`config.mk`:
```
export PLATFORM = sky130hd
export DESIGN_NAME = serial_in_parallel_out_latch
export DESIGN_NICKNAME = d
export VERILOG_FILES = /design/src/sipo_pkg.sv /design/src/serial_in_parallel_out_latch.sv /design/src/sipo_sync.sv /design/src/sipo_buffer.sv
export SDC_FILE = /design/constraint.sdc
export NUM_CORES = 1
export LEC_CHECK = 0
export CORE_MARGIN = 3
export CORE_UTILIZATION = 35
export DETAILED_ROUTE_END_ITERATION = 16
export DONT_BUFFER_PORTS = 1
export PLACE_DENSITY_LB_ADDON = 0.3
export SLEW_MARGIN = 20
export SYNTH_ARGS = -nofsm -noshare
export SYNTH_HDL_FRONTEND = slang
export SYNTH_SLANG_ARGS = --single-unit
```
`constraint.sdc`:
```
create_clock -name clk -period 4.2 [get_ports clk]
set_input_delay 0.21 -clock clk [delete_from_list [all_inputs] [get_ports clk]]
set_output_delay 0.21 -clock clk [all_outputs]
set_load 0.01 [all_outputs]
```
`src/sipo_pkg.sv`:
```
// Shared constants for the serial-in parallel-out latch.
package sipo_pkg;

    // Word width of the shift stage and of the storage latch.
    localparam int WORD_WIDTH = 8;

    // Depth of the buffer between the capture strobe and the storage latch.
    localparam int BUF_DEPTH = 2;

    // Bit positions of the host pins inside the synchroniser vector.
    localparam int PIN_COUNT        = 5;
    localparam int PIN_SERIAL       = 0;
    localparam int PIN_SHIFT_CLOCK  = 1;
    localparam int PIN_SHIFT_CLEAR  = 2;
    localparam int PIN_STORE_CLOCK  = 3;
    localparam int PIN_OUT_ENABLE   = 4;

    // Reset values.
    localparam logic [WORD_WIDTH-1:0] SHIFT_RESET = 8'h00;
    localparam logic [WORD_WIDTH-1:0] LATCH_RESET = 8'h00;
    localparam logic [PIN_COUNT-1:0]  SYNC_RESET  = 5'h1E;
    localparam logic                  OE_N_RESET  = 1'b1;
    localparam logic                  EDGE_PREV_RESET = 1'b1;

    // Position of the last shift stage, which feeds the cascade output.
    localparam int LAST_STAGE = WORD_WIDTH - 1;

endpackage

```
`src/serial_in_parallel_out_latch.sv`:
```
// Serial-in shift stage feeding a storage latch with three-state parallel outputs.
`timescale 1ns/100ps

module serial_in_parallel_out_latch (
    // System clock and synchronous reset.
    input  wire logic                            clk,
    input  wire logic                            srst,
    // Host pins, asynchronous to clk.
    input  wire logic                            serialIn,
    input  wire logic                            shiftClock,
    input  wire logic                            shiftClearN,
    input  wire logic                            storageClock,
    input  wire logic                            outputEnableN,
    // Parallel outputs with their enable, low while driving.
    output logic      [sipo_pkg::WORD_WIDTH-1:0] parallelOut,
    output logic                                 parallelOutEnN,
    // Serial cascade output, never three-stated.
    output logic                                 cascadeOut,
    // Latch-side flow control and capture status.
    input  wire logic                            latchReady,
    output logic                                 captureReady,
    output logic                                 latchUpdated
);

    // Synchronised pin levels.
    wire [sipo_pkg::PIN_COUNT-1:0]  pinRaw;
    wire [sipo_pkg::PIN_COUNT-1:0]  pinSync;
    wire                            serSync;
    wire                            shiftClkSync;
    wire                            clearNSync;
    wire                            storeClkSync;
    wire                            oeNSync;

    // Edge detection on the two host clocks.
    logic                           shiftPrev_q;
    logic                           storePrev_q;
    wire                            shiftRise;
    wire                            storeRise;

    // Shift stage, storage latch and output control.
    logic [sipo_pkg::WORD_WIDTH-1:0] shift_q;
    logic [sipo_pkg::WORD_WIDTH-1:0] shift_d;
    logic [sipo_pkg::WORD_WIDTH-1:0] latch_q;
    logic [sipo_pkg::WORD_WIDTH-1:0] latch_d;
    logic                            outEnN_q;
    logic                            updated_q;

    // Buffer between the capture strobe and the latch.
    wire                             bufValid;
    wire [sipo_pkg::WORD_WIDTH-1:0]  bufData;
    wire                             latchLoad;

    // One shift step: new bit into the first stage, every stage moves down.
    function automatic logic [sipo_pkg::WORD_WIDTH-1:0] nextShift(
        input logic [sipo_pkg::WORD_WIDTH-1:0] word,
        input logic                            bitIn
    );
        nextShift = {word[sipo_pkg::WORD_WIDTH-2:0], bitIn};
    endfunction

    // Rising edge of a synchronised pin against its level one clock earlier.
    function automatic logic risingEdge(
        input logic level,
        input logic prevLevel
    );
        risingEdge = level & ~prevLevel;
    endfunction

    assign pinRaw[sipo_pkg::PIN_SERIAL]      = serialIn;
    assign pinRaw[sipo_pkg::PIN_SHIFT_CLOCK] = shiftClock;
    assign pinRaw[sipo_pkg::PIN_SHIFT_CLEAR] = shiftClearN;
    assign pinRaw[sipo_pkg::PIN_STORE_CLOCK] = storageClock;
    assign pinRaw[sipo_pkg::PIN_OUT_ENABLE]  = outputEnableN;

    sipo_sync #(
        .WIDTH     (sipo_pkg::PIN_COUNT),
        .RESET_VAL (sipo_pkg::SYNC_RESET)
    ) u_sync (
        .clk     (clk),
        .srst    (srst),
        .pinIn   (pinRaw),
        .pinSync (pinSync)
    );

    assign serSync      = pinSync[sipo_pkg::PIN_SERIAL];
    assign shiftClkSync = pinSync[sipo_pkg::PIN_SHIFT_CLOCK];
    assign clearNSync   = pinSync[sipo_pkg::PIN_SHIFT_CLEAR];
    assign storeClkSync = pinSync[sipo_pkg::PIN_STORE_CLOCK];
    assign oeNSync      = pinSync[sipo_pkg::PIN_OUT_ENABLE];

    // Only rising edges act; falling edges are seen and ignored.
    assign shiftRise = risingEdge(shiftClkSync, shiftPrev_q);
    assign storeRise = risingEdge(storeClkSync, storePrev_q);

    // Clear acts on its level alone, whatever the shift clock does.
    assign shift_d = ~clearNSync ? sipo_pkg::SHIFT_RESET :
                     shiftRise   ? nextShift(shift_q, serSync) :
                     shift_q;

    // A capture is queued so that a stalled latch loses no word until two are waiting; a capture into the full buffer is dropped.
    sipo_buffer #(
        .WIDTH (sipo_pkg::WORD_WIDTH),
        .DEPTH (sipo_pkg::BUF_DEPTH)
    ) u_buffer (
        .clk      (clk),
        .srst     (srst),
        .inValid  (storeRise),
        .inReady  (captureReady),
        .inData   (shift_q),
        .outValid (bufValid),
        .outReady (latchReady),
        .outData  (bufData)
    );

    // The latch changes only on a buffered capture, never on a shift.
    assign latchLoad = bufValid & latchReady;
    assign latch_d   = latchLoad ? bufData : latch_q;

    // Previous levels reset high like the synchroniser, so leaving reset is never an edge.
    always_ff @(posedge clk)
    begin
        if (srst)
        begin
            shiftPrev_q <= sipo_pkg::EDGE_PREV_RESET;
            storePrev_q <= sipo_pkg::EDGE_PREV_RESET;
        end
        else
        begin
            shiftPrev_q <= shiftClkSync;
            storePrev_q <= storeClkSync;
        end
    end

    // Two independent stages: shift word and latched word.
    always_ff @(posedge clk)
    begin
        if (srst)
        begin
            shift_q <= sipo_pkg::SHIFT_RESET;
            latch_q <= sipo_pkg::LATCH_RESET;
        end
        else
        begin
            shift_q <= shift_d;
            latch_q <= latch_d;
        end
    end

    // The enable is registered like the data, so both reach the pins on one clock.
    always_ff @(posedge clk)
    begin
        if (srst)
        begin
            outEnN_q  <= sipo_pkg::OE_N_RESET;
            updated_q <= 1'b0;
        end
        else
        begin
            outEnN_q  <= oeNSync;
            updated_q <= latchLoad;
        end
    end

    assign parallelOut    = latch_q;
    assign parallelOutEnN = outEnN_q;
    assign cascadeOut     = shift_q[sipo_pkg::LAST_STAGE];
    assign latchUpdated   = updated_q;
endmodule

```
`src/sipo_sync.sv`:
```
// Two flip-flop synchroniser for a group of asynchronous pins.
`timescale 1ns/100ps

module sipo_sync #(
    parameter int                 WIDTH      = 1,
    parameter logic [WIDTH-1:0]   RESET_VAL  = '0
) (
    // Clock and reset.
    input  wire logic             clk,
    input  wire logic             srst,
    // Raw pins and their synchronised copies.
    input  wire logic [WIDTH-1:0] pinIn,
    output logic      [WIDTH-1:0] pinSync
);

    logic [WIDTH-1:0] meta_q;
    logic [WIDTH-1:0] sync_q;

    // The first stage is read by the second stage only.
    always_ff @(posedge clk)
    begin
        if (srst)
        begin
            meta_q <= RESET_VAL;
            sync_q <= RESET_VAL;
        end
        else
        begin
            meta_q <= pinIn;
            sync_q <= meta_q;
        end
    end

    assign pinSync = sync_q;

endmodule

```
`src/sipo_buffer.sv`:
```
// Two-entry buffer with valid and ready on both sides.
`timescale 1ns/100ps

module sipo_buffer #(
    parameter int WIDTH = 8,
    parameter int DEPTH = 2
) (
    // Clock and reset.
    input  wire logic             clk,
    input  wire logic             srst,
    // Filling side.
    input  wire logic             inValid,
    output logic                  inReady,
    input  wire logic [WIDTH-1:0] inData,
    // Draining side.
    output logic                  outValid,
    input  wire logic             outReady,
    output logic      [WIDTH-1:0] outData
);

    localparam int PTR_W = (DEPTH > 1) ? $clog2(DEPTH) : 1;
    localparam int CNT_W = $clog2(DEPTH + 1);
    localparam logic [PTR_W-1:0] PTR_LAST = PTR_W'(DEPTH - 1);
    localparam logic [CNT_W-1:0] CNT_FULL = CNT_W'(DEPTH);
    localparam logic [CNT_W-1:0] CNT_ONE  = CNT_W'(1);

    logic [WIDTH-1:0] mem_q [DEPTH];
    logic [PTR_W-1:0] wrPtr_q;
    logic [PTR_W-1:0] rdPtr_q;
    logic [CNT_W-1:0] count_q;
    logic [CNT_W-1:0] count_d;
    wire              push;
    wire              pop;

    function automatic logic [PTR_W-1:0] nextPtr(input logic [PTR_W-1:0] p);
        nextPtr = (p == PTR_LAST) ? '0 : p + PTR_W'(1);
    endfunction

    assign inReady  = (count_q != CNT_FULL);
    assign outValid = (count_q != '0);
    assign outData  = mem_q[rdPtr_q];
    assign push     = inValid & inReady;
    assign pop      = outValid & outReady;
    assign count_d  = (push & ~pop) ? count_q + CNT_ONE :
                      (pop & ~push) ? count_q - CNT_ONE : count_q;

    always_ff @(posedge clk)
    begin
        if (push)
        begin
            mem_q[wrPtr_q] <= inData;
        end
    end

    always_ff @(posedge clk)
    begin
        if (srst)
        begin
            wrPtr_q <= '0;
            rdPtr_q <= '0;
            count_q <= '0;
        end
        else
        begin
            wrPtr_q <= push ? nextPtr(wrPtr_q) : wrPtr_q;
            rdPtr_q <= pop ? nextPtr(rdPtr_q) : rdPtr_q;
            count_q <= count_d;
        end
    end

endmodule

```
### Word level (Yosys, flattened, before mapping)

Memory sizes are Yosys's and may differ from the RTL's. A register that Yosys moved wholly into a read port is not among the register bits.
Index checks and enable logic that the tools add are counted.

* add/subtract/negate cells: 4
* equal/unequal tests: 1
* $mul: 0
* muxes and demuxes: 6
* reductions and logical operators: 3
* magnitude comparators: 0
* shift operators: 0
* divide/modulo/power cells: 0
* bitwise operators: 11

Operators with widths (number)
* $and 1x1->1: 6
* $not 1->1: 5
* $mux 1: 4
* $mux 2: 2
* $reduce_bool 2->1: 2
* $add 1x1->1 const B: 2
* $add 2x1->2 const B: 1
* $ne 2x2->1 const B: 1
* $reduce_or 2->1: 1
* $sub 2x1->2 const B: 1

* memories: 1
* output and inout bits: 12
* bits in registers: 26
* bits in latches: 0
* RAM bits: 16
* memory bits (read-only): 0

Memories
* u_buffer.mem_q: depth 2, width 8, rd ports 1, clocked after Yosys merged registers in 1, wr ports 1, line sipo_buffer.sv:27 `logic [WIDTH-1:0] mem_q [DEPTH];`

### Longest topological paths before layout

Gate-level depths: netlist of the first run.

* depth in word-level cells: 7
* mapped depth: 8
* depth with buffers taken out: 6

### Hierarchy

From an unflattened synthesis of the first run, not the netlist that was laid out.

* cells, all modules: 152
* area total of the unflattened synthesis: 1803.0 um2

By module, submodules not included
* sipo_buffer: area each 805.8 um2, instances 1, sequential area each 580.6 um2, cells an instance 49
* serial_in_parallel_out_latch: area each 734.5 um2, instances 1, sequential area each 400.4 um2, cells an instance 83
* sipo_sync: area each 262.8 um2, instances 1, sequential area each 200.2 um2, cells an instance 20

### Worst setup path after synthesis of the first run

No wires, ideal clock.

* kind: reg-to-reg
* start point: register u_buffer.count_q[0]
* end point: register u_buffer.count_q[1]
* period minus slack after synthesis: 1.623 ns
* setup slack: 2.577 ns
* buffers on the path: 2
* arrival time: 1.553 ns
* stages on the path, launching flop included: 8
* cells stage by stage: dfxtp_1 -> o21a_1 -> buf_6 -> buf_12 -> inv_2 -> ha_1 -> or3_1 -> a21oi_1

* cells in the longest elaborated chain, start to end: 5

RTL lines
* start: declaration: line sipo_buffer.sv:30 `logic [CNT_W-1:0] count_q;`
* start signal: assignment: line sipo_buffer.sv:67 `count_q <= count_d;`
* $ne 2x2->1 / $reduce_bool 2->1 (equally long branches): line sipo_buffer.sv:39, sipo_buffer.sv:40
* $and 1x1->1, on equally long branches: line sipo_buffer.sv:42, sipo_buffer.sv:43
* $not 1->1, on equally long branches: line sipo_buffer.sv:45, sipo_buffer.sv:44
* $and 1x1->1, on equally long branches: line sipo_buffer.sv:45, sipo_buffer.sv:44
* $reduce_bool 2->1 (no line) / $mux 2 (equally long branches)

Several ways; a longest one is shown, not always the timed one. The select of a mux whose other input is x is not followed.
A chain may end at the register's enable or synchronous reset.

### Worst setup path after layout of the first run

Ends and elaborated chain as after synthesis.

==> summary.txt, run 1 <==
vias in the first global route: 933
global-route usage over all layers: 9.43%
share of async-settable or async-resettable flops after synthesis: 0%
wire length per cell after detailed routing: 11.5 microns
depth of the worst hold-timing path: 1
result of the run: complete, no violations
total die area: 5940 sq um
total vias in the final route: 892
clock insertion delay at the later pin of the skew report: 0.29 ns
power density over the cells: 530 nW/um^2
Max Slew Vio Count: 0
ANT nets after route: 0
Final Cell Area: 1970 sq um
Crit Path Category: reg -> reg
layout cells sized above 1: 13.5%
most used standard cells in the synthesized netlist: 34 x dfxtp_1, 18 x nor2_1, 16 x edfxtp_1, 16 x mux2i_1, 11 x or2_1
HPWL Detailed: 1620 microns
data required time of the critical path: 4.42 ns
cells on worst reg2reg path: 5
standby leakage power: 0.717 nW
CTS clock-pin slew for the worst setup and hold paths: 0.09 ns
clk sinks: 50
first-pass iteration count of the detailed router: 4
Final Net Count: 149
hold path startpoint: serialIn
TritonCTS Buffers: 5
starting density of the core: 36.9%
Post-Synthesis Net Count: 142
# port buffers: 0
starting DRC count in detailed routing: 20
number of levels in the clock H-tree: 2
Die Wd: 77.0 microns
number of setup violations in the final report: 0
grt total ovfl: 0
netlist area before placement: 1770 sq um
multi-input combinational cell area: 541 sq um
CTS root buffer: clkbuf_8
most instantiated flip-flop cell in the synthesis netlist: dfxtp_1
dominant cell type by area after synthesis: dfxtp_1
setup repair after global routing missed its margin: no
synth unique cells: 26
post-synth top area share: 38.5%
endpoint arrival time on the critical path: 2.28 ns
reg2reg setup slack: 2.14 ns
maximum net fanout on the critical path: 18
peak clock frequency supported by timing: 485 MHz
Critical R2R Launch: u_buffer.count_q[0]
top-level port count: 20
worst flop-to-flop path endpoint: u_buffer.count_q[1]
Max-Cap Viols: 0
antenna violations before repair: 0
final antenna diode count: 0
Setup crit start kind: flip-flop
worst ir drop on vdd: 0.168 mV
worst slew margin relative to its limit: 36.5%
Util after Layout: 41.2%
Yosys Warn Count: 0
sum of negative setup slack: 0 ns
Final GP Congestion: 0.663
final hold viol count: 0
area growth from synthesis to layout: 11.5%
terminating pin of the worst hold path: u_sync.meta_q[0]
number of DRC violations after detailed routing: 0
total design power: 0.00105 W
buffer depth of the longest clock path: 2
Post-CTS Setup Inserts: 0
TritonCTS clock tree: built
cell types occupying the most area after synthesis: dfxtp_1 39%, edfxtp_1 27%, mux2i_1 9.1%
share of the cycle needed by the critical path after routing: 49.1%
first-pass GRT wire length: 4330 microns
detailed-route wire length: 2400 microns
number of enable-type register cells in the synthesized netlist: 16
Final min period: 2.06 ns
number of placement rows: 25
dpl cell area: 1800 sq um
pin count of the biggest net entering global routing: 25
die outline height: 77.0 microns
via-per-instance ratio: 4.29
fill cell count: 449
Avg Inst Size Synth: 13.3 sq um
Min-Delay Path Class: in -> reg
number of cells produced by synthesis: 133
cell with the most instances after synthesis: dfxtp_1
core area: 4790 sq um
flip-flop and latch count after synthesis: 50
transition time at the pin with the least slew margin: 0.950 ns
part of the Yosys area used for sequential elements: 65.7%
critical path capture point type: flip-flop
clock tree skew after final layout: 0.00572 ns
register area: 1160 sq um
## cell families (layout without fill, tap and decap cells)
family | Yosys count | in the layout | synth area share, %
flops | 50 | 50 | 65.7
simple gates | 40 | 40 | 11.5
mux | 16 | 16 | 9.06
compound gates | 13 | 13 | 7.37
buf+inv | 10 | 18 | 3.68
xor+xnor | 3 | 3 | 1.91
fa+ha+maj | 1 | 1 | 0.708
## routing by layer
layer	vias to the layer above	routed length, microns	track usage [%]
li1	461	-	-
met1	398	1080	10.9
met2	24	1090	14.3
met3	9	155	3.99
met4	0	74	6.05
met5	-	0	0
## registers in the layout, indices dropped and copies added (netlist names), 2 cells and up
| register | flops |
|---|---|
| u_buffer.mem_q | 16 |
| parallelOut | 8 |
| shift_q | 8 |
| u_sync.meta_q | 5 |
| u_sync.pinSync | 5 |
| u_buffer.count_q | 2 |
## cells in the final DEF (no fill, tap or decap)
| cell type | n |
|---|---|
| dfxtp_1 | 34 |
| nor2_1 | 18 |
| mux2i_1 | 16 |
| edfxtp_1 | 16 |
| or2_1 | 11 |
| a211oi_2 | 8 |
| dlygate4sd3_1 | 7 |
| clkbuf_8 | 5 |
| nand2b_1 | 3 |
| nor2b_1 | 3 |
| inv_1 | 2 |
| xor2_1 | 2 |
| a21oi_1 | 2 |
| clkinv_2 | 2 |
| and2_1 | 1 |
| o21a_1 | 1 |
| inv_2 | 1 |
| and3_1 | 1 |
| nand3_1 | 1 |
| o21ai_0 | 1 |
| or3_1 | 1 |
| xnor2_2 | 1 |
| nor2_2 | 1 |
| a21o_1 | 1 |
| ha_1 | 1 |
| clkbuf_16 | 1 |
## what timing repair did
action,in CTS,in global routing
resized for setup,0,0
hold buffers,7,0
endpoints found under the hold margin,25,0
## where the power goes
part / total (W) / switching (W) / internal [W] / leakage [nW]
combinational: 0.000153 / 0.0000802 / 0.0000727 / 0.243
clock: 0.000301 / 0.000150 / 0.000151 / 0.0561
sequential: 0.000591 / 0.0000521 / 0.000539 / 0.417
total: 0.00105 / 0.000282 / 0.000763 / 0.717
## how the worst max path moves through the flow
stage                        start             endpoint  slack [ns]  depth (start not counted)
2_1_floorplan  u_buffer.count_q[0]  u_buffer.count_q[1]        2.58                          7
3_3_place_gp   u_buffer.count_q[0]  u_buffer.count_q[1]        2.28                          5
3_5_place_dp   u_buffer.count_q[0]  u_buffer.count_q[1]        2.16                          5
4_1_cts        u_buffer.count_q[0]  u_buffer.count_q[1]        2.13                          5
5_1_grt        u_buffer.count_q[0]  u_buffer.count_q[1]        1.98                          5
6_report       u_buffer.count_q[0]  u_buffer.count_q[1]        2.14                          5
## cell type report
type,count,share of cell area [%]
sequential,50,58.9
multi-input combinational,73,27.4
clock inverter,2,0.508
timing repair buffer,7,3.56
clock buffer,6,4.76
inverter,3,0.571
tap,67,4.25
## worst max-delay path: stages, from the launching register on
cell     delay [ns]
dfxtp_1        0.42
o21a_1         0.64
inv_2          0.08
ha_1           0.36
or3_1          0.35
a21oi_1        0.14
## per-stage QoR
step,cells,hold WS [ns],setup WS (ns)
5_1_grt,208,0.0272,1.98
3_5_place_dp,193,0.285,2.16
2_1_floorplan,133,0.282,2.58
3_3_place_gp,193,0.285,2.28
6_report,208,0.0397,2.14
4_1_cts,208,0.0240,2.13
Note: power is estimated with default switching activity, not from simulation.
==> run 2: changes to the inputs <==
==> constraint.sdc (replaced) <==
create_clock -name clk -period 2 [get_ports clk]
set_input_delay 0.1 -clock clk [delete_from_list [all_inputs] [get_ports clk]]
set_output_delay 0.1 -clock clk [all_outputs]
set_load 0.01 [all_outputs]
==> run 2 against run 1 <==
Net effect:
- cell count did not move
- worst hold slack got worse by 0.0046 ns
- final area did not move
- total power rose by 110%
- wire length fell by 3.8%
==> summary.txt, run 2 (synthesized netlist as in run 1, its figures left out) <==
Crit path max-delay family: simple AND/OR/NAND/NOR gates
Max-Cap Viols: 0
commonest non-fill, non-tap cell in the layout: dfxtp_1
top library cells by usage in the layout, fill and taps aside: 34 x dfxtp_1, 18 x nor2_1, 16 x mux2i_1, 16 x edfxtp_1, 11 x or2_1
Final min period: 1.66 ns
Setup crit start kind: flip-flop
endpoint arrival time on the critical path: 1.88 ns
clk sinks: 50
number of levels in the clock H-tree: 2
core area: 4790 sq um
power density over the cells: 1120 nW/um^2
part of the power in combinational logic: 14.7%
Critical R2R Launch: u_buffer.count_q[0]
setup repair after global routing missed its margin: no
HPWL Detailed: 1540 microns
data required time of the critical path: 2.22 ns
first-pass GRT wire length: 3740 microns
share of the cycle needed by the critical path after routing: 82.8%
final hold viol count: 0
critical path capture point type: flip-flop
Crit Path Category: reg -> reg
via-per-instance ratio: 4.25
first-pass iteration count of the detailed router: 4
number of cells in the finished layout apart from fillers: 208
vias in the first global route: 842
layout cells sized above 1: 14.2%
worst flop-to-flop path endpoint: u_buffer.count_q[1]
maximum net fanout on the critical path: 5
clock insertion delay at the later pin of the skew report: 0.29 ns
internal power consumption: 0.00165 W
switching share of total power: 25.7%
peak clock frequency supported by timing: 604 MHz
transition time at the pin with the least slew margin: 0.524 ns
Fin Hold WS: 0.0352 ns
grt total ovfl: 0
register name with the most flops: u_buffer.mem_q
cells on worst reg2reg path: 5
starting DRC count in detailed routing: 21
buffer depth of the longest clock path: 2
Final GP Congestion: 0.659
clock tree skew after final layout: 0.00901 ns
TritonCTS clock tree: built
sum of negative setup slack: 0 ns
CTS root buffer: clkbuf_8
final antenna diode count: 0
crit path from: u_buffer.count_q[0]
number of flip-flops under the largest register name: 16
crit-path max cell delay: 0.35 ns
worst slew margin relative to its limit: 65.0%
pin count of the biggest net entering global routing: 27
reg2reg setup slack: 0.34 ns
number of placement rows: 25
TritonCTS Buffers: 5
sequence of cells on the critical path: nand2b_1 > and2_1 > ha_1 > or3_1 > a21oi_1
global-route usage over all layers: 8.17%
result of the run: complete, no violations
Final Net Count: 149
standby leakage power: 0.720 nW
Min-Delay Path Class: in -> reg
detailed-route wire length: 2310 microns
number of DRC violations after detailed routing: 0
Max Slew Vio Count: 0
dpl cell area: 1800 sq um
share of total power in the clock network: 29.6%
net load switching power: 0.000571 W
depth of the worst hold-timing path: 3
CTS clock-pin slew for the worst setup and hold paths: 0.08 ns
fill cell count: 429
total vias in the final route: 885
starting density of the core: 36.9%
DP Cell Count: 194
worst ir drop on vdd: 0.410 mV
total die area: 5940 sq um
area growth from synthesis to layout: 11.5%
ANT nets after route: 0
# port buffers: 0
Die Wd: 77.0 microns
terminating pin of the worst hold path: latchUpdated
number of setup violations in the final report: 0
antenna violations before repair: 0
hold path startpoint: latchReady
portion of total power attributed to sequential cells: 55.7%
wire length per cell after detailed routing: 11.1 microns
buffering stage count on the worst path with inverters included: 0
top-level port count: 20
CP max-delay cell: dfxtp_1
Final Cell Area: 1970 sq um
die outline height: 77.0 microns
[run 2: power by group through the flow]
stage / logic (W) / registers, W / clock network (W)
after CTS: 0.000332 / 0.00124 / 0.000681
after global placement: 0.000302 / 0.00126 / 0
final: 0.000326 / 0.00124 / 0.000656
after detailed placement: 0.000307 / 0.00126 / 0
after global routing: 0.000364 / 0.00125 / 0.000708
after floorplan: 0.000347 / 0.00122 / 0
[run 2: cell type report]
class | instances | area (sq um) | area share [%]
inverter | 3 | 11.3 | 0.571
timing repair buffer | 7 | 62.6 | 3.17
multi-input combinational | 73 | 541 | 27.4
tap | 67 | 83.8 | 4.25
clock buffer | 8 | 111 | 5.65
sequential | 50 | 1160 | 58.9
[run 2: through the flow]
stage          power (W)  setup slack [ns]  utilization, %
6_report         0.00222             0.345            41.2
5_1_grt          0.00232             0.232            41.2
4_1_cts          0.00225             0.327            41.3
3_5_place_dp     0.00157             0.366            37.7
3_3_place_gp     0.00156             0.414            37.7
2_1_floorplan    0.00157             0.377               -
[run 2: worst max path at each step]
stage / to / cells after the start
floorplan: u_buffer.count_q[1] / 7
global placement: u_buffer.count_q[1] / 5
detailed placement: u_buffer.count_q[1] / 5
CTS: u_buffer.count_q[1] / 5
global route: u_buffer.count_q[1] / 5
finish: u_buffer.count_q[1] / 5
[run 2: tightest hold or removal path, stage by stage]
cell and delay (ns):
o21a_1 0.10, inv_2 0.05, nor2_1 0.03
[run 2: repair_timing]
| item | 4_1_cts | 5_1_grt |
|---|---|---|
| hold endpoints to repair | 26 | 0 |
| hold buffers | 6 | 0 |
| resized for setup | 0 | 0 |
| setup buffers | 0 | 0 |
[run 2: layer usage]
metal / GRT usage [%] / part of all wire (%) / up-vias
li1: - / - / 462
met1: 7.73 / 45 / 400
met2: 14.3 / 48 / 19
met3: 3.99 / 5.7 / 4
met4: 4.63 / 1.6 / 0
met5: 0 / 0 / -
==> run 3: changes to the inputs <==
==> constraint.sdc (replaced) <==
create_clock -name clk -period 1.5 [get_ports clk]
set_input_delay 0.075 -clock clk [delete_from_list [all_inputs] [get_ports clk]]
set_output_delay 0.075 -clock clk [all_outputs]
set_load 0.01 [all_outputs]
==> run 3 against run 2 <==
Net effect:
- worst hold slack got worse by 0.013 ns
- via count rose by 2.0%
- worst setup slack got worse by 0.35 ns
- critical path depth rose by 1
- largest cell class unchanged
- global-route usage rose by 1.1 points
- fmax rose by 10%
- the run now ends with setup timing left
- critical endpoint unchanged
- non-clock buffer count rose by 5
- combinational power rose by 86%
==> summary.txt, run 3 (synthesized netlist as in run 1, its figures left out) <==
number of placement rows: 25
final hold viol count: 0
die outline height: 77.0 microns
Die Wd: 77.0 microns
sum of negative setup slack: -0.00211 ns
total design power: 0.00301 W
starting density of the core: 36.9%
grt total ovfl: 0
total vias in the final route: 903
reg2reg setup slack: -0.002 ns
critical path capture point type: flip-flop
data required time of the critical path: 1.71 ns
TritonCTS clock tree: built
detailed-route wire length: 2470 microns
peak clock frequency supported by timing: 666 MHz
starting DRC count in detailed routing: 16
DP Cell Count: 197
antenna violations before repair: 0
TritonCTS Buffers: 5
hold path startpoint: latchReady
depth of the worst hold-timing path: 3
fill cell count: 441
terminating pin of the worst hold path: latchUpdated
Max-Cap Viols: 0
top-level port count: 20
buffer depth of the longest clock path: 2
setup repair after global routing missed its margin: yes
worst ir drop on vdd: 0.530 mV
Fin Hold WS: 0.0225 ns
cells on worst reg2reg path: 6
vias in the first global route: 940
first-pass iteration count of the detailed router: 2
clk sinks: 50
post-route worst setup slack: -0.00211 ns
global-route usage over all layers: 9.26%
standby leakage power: 0.748 nW
transition time at the pin with the least slew margin: 1.02 ns
maximum net fanout on the critical path: 4
total die area: 5940 sq um
ANT nets after route: 0
CTS root buffer: clkbuf_8
final antenna diode count: 0
first-pass GRT wire length: 4330 microns
Setup crit start kind: flip-flop
Critical R2R Launch: u_buffer.count_q[0]
commonest non-fill, non-tap cell in the layout: dfxtp_1
number of cells in the finished layout apart from fillers: 213
top library cells by usage in the layout, fill and taps aside: 32 x dfxtp_1, 18 x nor2_1, 16 x mux2i_1, 16 x edfxtp_1, 11 x or2_1
number of flip-flops under the largest register name: 16
Final Net Count: 154
Crit Path Category: reg -> reg
number of DRC violations after detailed routing: 0
register name with the most flops: u_buffer.mem_q
worst flop-to-flop path endpoint: u_buffer.count_q[1]
result of the run: finished with violations
wire length per cell after detailed routing: 11.6 microns
core area: 4790 sq um
CTS clock-pin slew for the worst setup and hold paths: 0.08 ns
Final min period: 1.50 ns
clock tree skew after final layout: 0.00404 ns
worst slew margin relative to its limit: 31.9%
violations in the final reports: setup timing
number of levels in the clock H-tree: 2
Post-Place Setup Slack: 0.0376 ns
power density over the cells: 1470 nW/um^2
Final GP Congestion: 0.671
# port buffers: 0
area growth from synthesis to layout: 16.0%
HPWL Detailed: 1610 microns
Min-Delay Path Class: in -> reg
pin count of the biggest net entering global routing: 27
via-per-instance ratio: 4.24
Max Slew Vio Count: 0
layout cells sized above 1: 22.6%
number of setup violations in the final report: 1
crit path from: u_buffer.count_q[0]
share of the cycle needed by the critical path after routing: 100%
clock insertion delay at the later pin of the skew report: 0.29 ns
endpoint arrival time on the critical path: 1.72 ns
==> run 3: worst max-delay path by stage <==
stage / slack (ns) / depth (start not counted) / to
finish: -0.002 / 6 / u_buffer.count_q[1]
global route: -0.06 / 6 / u_buffer.count_q[1]
CTS: 0.002 / 6 / u_buffer.count_q[1]
detailed placement: 0.04 / 6 / u_buffer.count_q[1]
global placement: 0.12 / 6 / u_buffer.count_q[1]
floorplan: -0.02 / 7 / u_buffer.count_q[1]
==> run 3: critical path, cell delays in order, from the launching register on <==
cell and delay [ns]:
dfxtp_4 0.36, nand2b_4 0.14, and2_4 0.14, ha_4 0.15, xor2_2 0.14, or3_4 0.37
a21oi_2 0.13
==> run 3: through the flow <==
step,instance area [sq um],utilization [%]
floorplan,1780,-
global placement,1840,38.5
detailed placement,1840,38.5
CTS,1990,41.7
global route,2050,42.8
finish,2050,42.8
==> run 3: layer usage <==
metal | up-vias | wire, microns | track usage [%]
met5 | - | 0 | 0
met4 | 0 | 43 | 4.80
met3 | 7 | 128 | 3.64
met2 | 20 | 1200 | 15.2
met1 | 407 | 1100 | 10.4
li1 | 469 | - | -
==> run 3: what timing repair did <==
item / in CTS / in global routing
resized for setup: 0 / 9
setup buffers: 0 / 2
endpoints found under the setup margin: 0 / 1
hold endpoints to repair: 26 / 0
hold buffers: 6 / 0
==> run 3: where the power goes <==
part	switching (W)	internal [W]	total, W
combinational	0.000302	0.000303	0.000605
clock	0.000403	0.000372	0.000775
sequential	0.000107	0.00152	0.00163
==> run 3: cell type report <==
type                            instances  area [sq um]  share of cell area [%]
Clock buffer                            7          86.3                    4.21
Clock inverter                          1          5.00                   0.244
Inverter                                3          13.8                   0.672
Multi-Input combinational cell         73           587                    28.6
Sequential cell                        50          1170                    57.0
Tap cell                               67          83.8                    4.09
Timing Repair Buffer                   12           105                    5.13
